**config.mk**
```make
export PLATFORM = sky130hd
export DESIGN_NAME = cest_error_state
export DESIGN_NICKNAME = d
export VERILOG_FILES = /design/src/hw/cest_pkg.sv /design/src/hw/cest_error_state.sv
export SDC_FILE = /design/constraint.sdc
export NUM_CORES = 1
export LEC_CHECK = 0
export BUFFER_PORTS_ARGS = -buffer_cell sky130_fd_sc_hd__buf_2
export CAP_MARGIN = 20
export CELL_PAD_IN_SITES_DETAIL_PLACEMENT = 0
export CELL_PAD_IN_SITES_GLOBAL_PLACEMENT = 1
export CORE_MARGIN = 2
export CORE_UTILIZATION = 25
export CTS_CLUSTER_DIAMETER = 50
export DETAILED_ROUTE_END_ITERATION = 10
export PLACE_DENSITY = 0.67
export SLEW_MARGIN = 40
export SYNTH_ARGS = -nofsm -noshare
export SYNTH_HDL_FRONTEND = slang
export SYNTH_SLANG_ARGS = --single-unit
```
**constraint.sdc**
```tcl
create_clock -name ref_clk -period 9.5 [get_ports ref_clk]
set_input_delay 1.9 -clock ref_clk [delete_from_list [all_inputs] [get_ports ref_clk]]
set_output_delay 1.9 -clock ref_clk [all_outputs]
set_load 0.05 [all_outputs]
```
**src/hw/cest_pkg.sv**
```systemverilog
package cest_pkg;

  // ---------------------------------------------------------------
  // Register map
  // ---------------------------------------------------------------
  localparam logic [3:0] ADDR_COMM_STATUS = 4'h0;
  localparam logic [3:0] ADDR_TXB_CTRL0   = 4'h1;  // Buffers follow at 1, 2, 3, ...
  localparam logic [3:0] ADDR_SELECTION   = 4'h8;

  // ---------------------------------------------------------------
  // Communication status fields
  // ---------------------------------------------------------------
  localparam int BIT_TX_PASSIVE = 4;
  localparam int BIT_RX_PASSIVE = 3;
  localparam int BIT_TX_WARN    = 2;
  localparam int BIT_RX_WARN    = 1;
  localparam int BIT_COMBINED_ERROR_WARNING      = 0;

  localparam logic [7:0] PASSIVE_LIMIT = 8'h7f;  // 127
  localparam logic [7:0] WARN_LIMIT    = 8'h5f;  // 95

  // ---------------------------------------------------------------
  // Transmit buffer control fields
  // ---------------------------------------------------------------
  localparam int BIT_ABORTED  = 6;
  localparam int BIT_LOST_ARB = 5;
  localparam int BIT_BUS_ERR  = 4;
  localparam int BIT_REQUEST  = 3;
  localparam int BIT_PRI_HI   = 1;
  localparam int BIT_PRI_LO   = 0;

  localparam logic [7:0] TXB_CTRL_RESET = 8'h00;

  typedef struct packed {
    logic       aborted;
    logic       lostArb;
    logic       busErr;
    logic       request;
    logic [1:0] prio;
  } cest_txb_ctrl_t;

  // Outcome of one transmission, reported by the protocol engine
  typedef struct packed {
    logic       valid;
    logic [1:0] buffer;
    logic       sent;
    logic       aborted;
    logic       lostArb;
    logic       busErr;
  } cest_tx_result_t;

endpackage : cest_pkg

```
**src/hw/cest_error_state.sv**
```systemverilog
// How it works
// RULE1 - Transmitter bus-passive, status bit 4, is set while transmit errors exceed 127.
// RULE2 - Transmitter warning, status bit 2, is set while transmit errors exceed 95.
// RULE3 - Combined warning, status bit 0, is receiver warning OR transmitter warning.
// RULE4 - Buffer control: read-only abort, lost, error; writable request, priority; reset 0.
// RULE5 - Setting request starts sending, clears flags; engine clears on success; clearing aborts.
// RULE6 - Engine results set abort, lost-arbitration and bus-error flags of the buffer.
// RULE7 - Pending buffers are chosen by priority, 11 highest, identifier untouched.
// RULE8 - Status flags follow error counters combinationally, always consistent with them.
module cest_error_state
  import cest_pkg::*;
#(
  parameter int NUM_BUFFERS = 3
) (
  input  wire logic                   ref_clk,
  input  wire logic                   reset_n,
  input  wire logic [3:0]             regAddr,
  input  wire logic [7:0]             regWriteData,
  input  wire logic                   regWrite,
  input  wire logic                   regRead,
  output logic      [7:0]             regReadData,
  input  wire logic [7:0]             txErrorCount,
  input  wire logic [7:0]             rxErrorCount,
  input  wire cest_tx_result_t        txResult,
  output logic                        txPending,
  output logic      [1:0]             txSelected,
  output logic      [NUM_BUFFERS-1:0] txAbortRequest
);

  // ---------------------------------------------------------------
  // Error state flags
  // ---------------------------------------------------------------
  wire logic txBusPassive = txErrorCount > PASSIVE_LIMIT;  // RULE1 RULE8
  wire logic rxBusPassive = rxErrorCount > PASSIVE_LIMIT;
  wire logic txWarning    = txErrorCount > WARN_LIMIT;     // RULE2 RULE8
  wire logic rxWarning    = rxErrorCount > WARN_LIMIT;
  wire logic errorWarning = txWarning | rxWarning;         // RULE3

  wire logic [7:0] commStatus = {3'h0, txBusPassive, rxBusPassive,
                                 txWarning, rxWarning, errorWarning};

  // ---------------------------------------------------------------
  // Transmit buffer control registers
  // ---------------------------------------------------------------
  cest_txb_ctrl_t ctrl     [NUM_BUFFERS];
  logic [7:0]     ctrlByte [NUM_BUFFERS];
  logic [NUM_BUFFERS-1:0] bufWrite;
  logic [NUM_BUFFERS-1:0] bufHit;

  genvar g;
  generate
    for (g = 0; g < NUM_BUFFERS; g++) begin : g_buf
      wire logic [3:0] myAddr = ADDR_TXB_CTRL0 + 4'(g);
      wire logic resultHere = txResult.valid && (txResult.buffer == 2'(g));
      wire logic newRequest = regWriteData[BIT_REQUEST];
      assign bufHit[g]   = regAddr == myAddr;
      assign bufWrite[g] = regWrite && bufHit[g];
      // Clearing a set request asks the engine to abort it
      assign txAbortRequest[g] = bufWrite[g] && ctrl[g].request && !newRequest;  // RULE5
      assign ctrlByte[g] = {1'b0, ctrl[g].aborted, ctrl[g].lostArb, ctrl[g].busErr,
                            ctrl[g].request, 1'b0, ctrl[g].prio};  // RULE4

      always_ff @(posedge ref_clk or negedge reset_n) begin
        if (!reset_n) begin
          ctrl[g] <= '0;  // RULE4
        end else begin
          if (bufWrite[g]) begin
            ctrl[g].prio     <= regWriteData[BIT_PRI_HI:BIT_PRI_LO];
            ctrl[g].request  <= newRequest;
            if (newRequest) begin
              ctrl[g].aborted <= 1'b0;  // RULE5
              ctrl[g].lostArb <= 1'b0;
              ctrl[g].busErr  <= 1'b0;
            end
          end
          // Engine results come after the write so the engine wins over a register write in the same cycle
          if (resultHere) begin
            if (txResult.aborted) ctrl[g].aborted <= 1'b1;  // RULE6
            if (txResult.lostArb) ctrl[g].lostArb <= 1'b1;  // RULE6
            if (txResult.busErr)  ctrl[g].busErr  <= 1'b1;  // RULE6
            if (txResult.sent || txResult.aborted) ctrl[g].request <= 1'b0;  // RULE5
          end
        end
      end
    end
  endgenerate

  // ---------------------------------------------------------------
  // Priority selection: highest field wins, lowest index on a tie
  // ---------------------------------------------------------------
  always_comb begin
    logic [2:0] best;
    best       = 3'h0;
    txPending  = 1'b0;
    txSelected = 2'h0;
    for (int i = 0; i < NUM_BUFFERS; i++) begin
      if (ctrl[i].request && ({1'b1, ctrl[i].prio} > best)) begin  // RULE7
        best       = {1'b1, ctrl[i].prio};
        txPending  = 1'b1;
        txSelected = 2'(i);
      end
    end
  end

  // ---------------------------------------------------------------
  // Register read port
  // ---------------------------------------------------------------
  logic [7:0] bufReadData;
  always_comb begin
    bufReadData = 8'h00;
    for (int i = 0; i < NUM_BUFFERS; i++) begin
      if (bufHit[i]) bufReadData = ctrlByte[i];
    end
  end

  wire logic [7:0] next_regReadData =
      !regRead                      ? 8'h00 :
      (regAddr == ADDR_COMM_STATUS) ? commStatus :
      (regAddr == ADDR_SELECTION)   ? {5'h00, txPending, txSelected} :
                                      bufReadData;

  always_ff @(posedge ref_clk or negedge reset_n) begin
    if (!reset_n) regReadData <= 8'h00;
    else          regReadData <= next_regReadData;
  end

  // ---------------------------------------------------------------
  // Checks
  // ---------------------------------------------------------------
  property p_tx_passive;
    @(posedge ref_clk) disable iff (!reset_n)
    regRead && regAddr == ADDR_COMM_STATUS
      |=> regReadData[BIT_TX_PASSIVE] == ($past(txErrorCount) > 8'h7f);
  endproperty
  a_tx_passive: assert property (p_tx_passive) else $error("bus-passive bit wrong");  // RULE1

  property p_tx_warn;
    @(posedge ref_clk) disable iff (!reset_n)
    regRead && regAddr == ADDR_COMM_STATUS
      |=> regReadData[BIT_TX_WARN] == ($past(txErrorCount) > 8'h5f);
  endproperty
  a_tx_warn: assert property (p_tx_warn) else $error("tx warning bit wrong");  // RULE2

  property p_combined_error_warning;
    @(posedge ref_clk) disable iff (!reset_n)
    regRead && regAddr == ADDR_COMM_STATUS |=> regReadData[BIT_COMBINED_ERROR_WARNING] ==
      ($past(txErrorCount) > 8'h5f || $past(rxErrorCount) > 8'h5f);
  endproperty
  a_combined_error_warning: assert property (p_combined_error_warning) else $error("combined warning wrong");  // RULE3

  property p_reserved_zero;
    @(posedge ref_clk) disable iff (!reset_n)
    regRead && bufHit[0] |=> regReadData[7] == 1'b0 && regReadData[2] == 1'b0;
  endproperty
  a_reserved_zero: assert property (p_reserved_zero) else $error("reserved bit set");  // RULE4

  property p_request_clears;
    @(posedge ref_clk) disable iff (!reset_n)
    bufWrite[0] && regWriteData[BIT_REQUEST] && !txResult.valid
      |=> ctrl[0].request && !ctrl[0].aborted && !ctrl[0].lostArb && !ctrl[0].busErr;
  endproperty
  a_request_clears: assert property (p_request_clears) else $error("request set failed");  // RULE5

  property p_sent_clears;
    @(posedge ref_clk) disable iff (!reset_n)
    txResult.valid && txResult.sent && txResult.buffer == 2'h0 |=> !ctrl[0].request;
  endproperty
  a_sent_clears: assert property (p_sent_clears) else $error("request not cleared");  // RULE5

  property p_lost_arb;
    @(posedge ref_clk) disable iff (!reset_n)
    txResult.valid && txResult.lostArb && txResult.buffer == 2'h0 |=> ctrl[0].lostArb;
  endproperty
  a_lost_arb: assert property (p_lost_arb) else $error("lost-arbitration not set");  // RULE6

  property p_priority;
    @(posedge ref_clk) disable iff (!reset_n)
    txPending && ctrl[0].request |-> ctrl[txSelected].prio >= ctrl[0].prio;
  endproperty
  a_priority: assert property (p_priority) else $error("lower priority chosen");  // RULE7

  property p_passive_live;
    @(posedge ref_clk) disable iff (!reset_n)
    regRead && regAddr == ADDR_COMM_STATUS
      |=> regReadData[BIT_RX_PASSIVE] == ($past(rxErrorCount) > 8'h7f)
          && regReadData[BIT_RX_WARN] == ($past(rxErrorCount) > 8'h5f);
  endproperty
  a_passive_live: assert property (p_passive_live) else $error("flag lags counter");  // RULE8

  // The status-flag checks below watch the last buffer, where the bench exercises the status flags; the abort and priority-write checks below watch buffer 0
  localparam int LAST_BUF = NUM_BUFFERS - 1;

  property p_abort_done;
    @(posedge ref_clk) disable iff (!reset_n)
    txAbortRequest[0] |=> !ctrl[0].request;
  endproperty
  a_abort_done: assert property (p_abort_done) else $error("request kept after abort");  // RULE5

  property p_status_kept;
    @(posedge ref_clk) disable iff (!reset_n)
    bufWrite[LAST_BUF] && !regWriteData[BIT_REQUEST] && !txResult.valid
      |=> $stable(ctrl[LAST_BUF].aborted) && $stable(ctrl[LAST_BUF].lostArb)
          && $stable(ctrl[LAST_BUF].busErr);
  endproperty
  a_status_kept: assert property (p_status_kept) else $error("read-only flag written");  // RULE4

  property p_prio_write;
    @(posedge ref_clk) disable iff (!reset_n)
    bufWrite[0] |=> ctrl[0].prio == $past(regWriteData[BIT_PRI_HI:BIT_PRI_LO]);
  endproperty
  a_prio_write: assert property (p_prio_write) else $error("priority not stored");  // RULE4

  property p_bus_err;
    @(posedge ref_clk) disable iff (!reset_n)
    txResult.valid && txResult.busErr && txResult.buffer == 2'(LAST_BUF)
      |=> ctrl[LAST_BUF].busErr;
  endproperty
  a_bus_err: assert property (p_bus_err) else $error("bus-error flag not set");  // RULE6

  property p_aborted;
    @(posedge ref_clk) disable iff (!reset_n)
    txResult.valid && txResult.aborted && txResult.buffer == 2'(LAST_BUF)
      |=> ctrl[LAST_BUF].aborted && !ctrl[LAST_BUF].request;
  endproperty
  a_aborted: assert property (p_aborted) else $error("abort flag not set");  // RULE6

  property p_selected_pending;
    @(posedge ref_clk) disable iff (!reset_n)
    txPending |-> ctrl[txSelected].request;
  endproperty
  a_selected_pending: assert property (p_selected_pending) else $error("idle buffer chosen");  // RULE7

  c_passive:  cover property (@(posedge ref_clk) disable iff (!reset_n) $rose(txBusPassive));
  c_abort:    cover property (@(posedge ref_clk) disable iff (!reset_n) |txAbortRequest);
  c_sent:     cover property (@(posedge ref_clk) disable iff (!reset_n)
                              txResult.valid && txResult.sent);
  c_two_pend: cover property (@(posedge ref_clk) disable iff (!reset_n)
                              ctrl[0].request && ctrl[1].request);
  c_bus_err:  cover property (@(posedge ref_clk) disable iff (!reset_n)
                              txResult.valid && txResult.busErr);

endmodule : cest_error_state

```
==> impl_metrics.tcl <==
set metrics [dict create \
    run_status "finished, final reports clean" \
    grt_overflow_total 0 \
    critPathSlowestCell "or3b_4" \
    fin_worst_hold_slack_ps 510 \
    timing_max_transition_violations_final 0 \
    worst-endpoint-required_ps 7600 \
    critPathKind "primary input to output port" \
    setup_viols_final 0 \
    worstMarginPinSlew_ps 679 \
    clock_insertion_delay_at_the_later_pin_of_the_skew_report_ps 270 \
    ctsLongestPathBuffers 2 \
    netlist_instances 136 \
    worst-path-max-fanout 9 \
    first_global_vias 1106 \
    worst_ep_arrival_time_ps 3400 \
    avgRoutedWirePerCell_um 13.7 \
    vias_per_cell 4.68 \
    crit_cells 5 \
    floorplan.initialDensity_pct 25.5 \
    cts_resized 0 \
    startpoint_type "primary input" \
    finalClockSkew_ps 6.28 \
    timing.final.crit_period_ps 5300 \
    fin_crit_sh_pct 55.8 \
    vdd_ir_drop_max_v 0.0000518 \
    synth.yosys.warnings 0 \
    fp-row-count 27 \
    synth_nets 179 \
    timing.max_slew.rel_slack_pct 54.0 \
    dp.final_hpwl_um 2660 \
    floorplan.core_area_um2 5410 \
    die_y_um 78.2 \
    final_nets 215 \
    cts_hold_repair.buffers 0 \
    grt_start_max_net_pins 26 \
    final_util_pct 30.8 \
    diodes 0 \
    worst_r2r_startpoint "ctrl[14]$_DFF_PN0_" \
    setup.worst_path.end_class "output port" \
    worst_setup_path_endpoint "txAbortRequest[1]" \
    cp_num_buf_inv 2 \
    worstHoldPathType "flip-flop to flip-flop" \
    grt_util_all_layers_pct 11.3 \
    ctsRootBufferMaster "clkbuf_8" \
    cts.sink_count 25 \
    power.density_cell_area_nw_per_um2 161 \
    ant_nets 0 \
    netlist-cell-type-count 38 \
    cts_buffers 3 \
    async_reset_ff_share_pct 100 \
    setup.reg_to_reg.worst_slack_ps 6590 \
    layout-drive-gt1-share_pct 31.0 \
    startpoint "regAddr[3]" \
    final_cell_count_no_fill 243 \
    synth_edf_count 0 \
    port_buffers 36 \
    combined_area_of_all_synthesized_cells_um2 1380 \
    fmax_ghz 0.189 \
    layout.cell_area.non_filler_um2 1660 \
    path_cells "buf_2 > or3b_4 > or3b_4 > nor3b_1 > buf_2" \
    maxcap_violations 0 \
    rr_worst_depth 11 \
    worst_r2r_endpoint "regReadData[0]$_DFF_PN0_" \
    rsz0062_at_grt "no" \
    place_congestion 0.779 \
    ys_ff_latch 25 \
    hold_violations 0 \
    synth_area_per_cell_um2 10.1 \
    clock_tree_from_tritoncts "yes" \
    drc 0 \
    leakage_power_of_the_design_uw 0.000773 \
    design.die.area_um2 6110 \
    cts_htree_levels 1 \
    synth-seq-area-share_pct 45.5 \
    postCtsSetupBuffers 0 \
    synth_ff_type "dfrtp_1" \
    drt_iter0_drc 61 \
    hold_path.startpoint "ctrl[15]$_DFF_PN0_" \
    route.final.wire_length_um 3340 \
    drt-pass1-iter-count 4 \
    global_route_wire_length_before_repair_um 5490 \
    floorplan.io_pins 53 \
    cp_top_family "simple AND/OR/NAND/NOR gates" \
    via_count 1138 \
    placed_cells_incl_taps 239 \
    crit_path_max_incr_delay_ps 430 \
    die_width_um 78.2 \
    path_clk_slew_ps 90 \
    initial_antenna_violation_count 0 \
    area_delta_synth_final_pct 20.9 \
    totalNegativeSetupSlack_ps 0 \
    dpl-instance-area_um2 1620 \
]
==> layer usage <==
metal,global-route usage (%),up-vias,routed length (um)
li1,-,565,-
met1,15.4,535,1560
met2,18.0,36,1530
met3,2.07,2,214
met4,3.68,0,30
met5,0,-,0
==> cell usage after synthesis, drive strengths merged, types with 4 or more instances <==
library cell	n	area, um^2
nand3	5	25.0
a21oi	7	35.0
a22o	9	78.8
o21ai	5	25.0
mux2	5	56.3
inv	5	18.8
nor2b	4	25.0
nand2	15	56.3
dfrtp	25	626
ha	4	50.1
nor2	7	26.3
nor3b	4	30.0
==> layout by cell type (no fill, tap or decap), types with 2 or more instances in the layout <==
cell | Yosys | final
a211oi_1 | 2 | 2
a21oi_1 | 7 | 7
a22o_1 | 9 | 9
a22oi_1 | 3 | 3
and3_1 | 2 | 2
and3b_1 | 2 | 2
buf_2 | 1 | 36
clkbuf_8 | 0 | 3
dfrtp_1 | 25 | 25
ha_1 | 4 | 4
inv_1 | 5 | 5
mux2_2 | 5 | 5
mux4_2 | 2 | 2
nand2_1 | 15 | 15
nand3_1 | 5 | 5
nand4_1 | 3 | 3
nor2_1 | 7 | 7
nor2b_1 | 4 | 4
nor3_1 | 2 | 2
nor3b_1 | 4 | 4
o21a_1 | 2 | 2
o21ai_0 | 5 | 5
or2_2 | 2 | 2
or3_1 | 3 | 3
or3b_4 | 2 | 2
==> report_power, final <==
group | switching, uW | leakage (uW) | internal (uW)
combinational | 38.3 | 0.000447 | 29.8
sequential | 13.1 | 0.000304 | 122
clock | 35.1 | 0.0000217 | 29.7
==> state kept, by name (all words and copies together) (netlist names) <==
register	flops
regReadData	7
ctrl	18
==> how the worst min path moves through the flow <==
stage / to / slack, ps / cells after the start
floorplan: ctrl[10]$_DFF_PN0_ / 460 / 1
global placement: ctrl[15]$_DFF_PN0_ / 490 / 1
detailed placement: ctrl[3]$_DFF_PN0_ / 490 / 1
CTS: ctrl[3]$_DFF_PN0_ / 520 / 1
global route: ctrl[3]$_DFF_PN0_ / 530 / 1
finish: ctrl[15]$_DFF_PN0_ / 510 / 1
==> worst reg2reg max path, cell delays in order, from the launching register on <==
cell      delay [ps]
dfrtp_1          520
nand2_1           90
ha_1             290
nor2b_1          130
o311ai_1         570
nor2_1            80
a31oi_1          170
ha_1             260
nor2b_1          140
o21a_1           160
o21a_1           190
o31ai_1          220
==> logic make-up after synthesis <==
kind of cell               after synthesis  share of synthesized area [%]
AOI/OAI and AO/OA                       34                           17.4
adders and majority gates                4                           3.64
buffers and inverters                   10                           3.64
DFF                                     25                           45.5
muxes                                    8                           8.09
other                                    1                          0.272
and+or+nand+nor                         54                           21.5
==> stage by stage <==
step	total power [uW]	setup slack, ps
after floorplan	183	3590
after global placement	204	4120
after detailed placement	206	4190
after CTS	272	4180
after global routing	286	4050
final	268	4200
==> area by class of cell <==
type	instances	area (um^2)
multi-input combinational	101	701
fill	597	3740
tap	72	90.1
clock buffer	3	41.3
inverter	5	18.8
timing repair buffer	36	180
clock inverter	1	7.51
sequential	25	626
No activity file was read; power rests on OpenSTA's default activity.
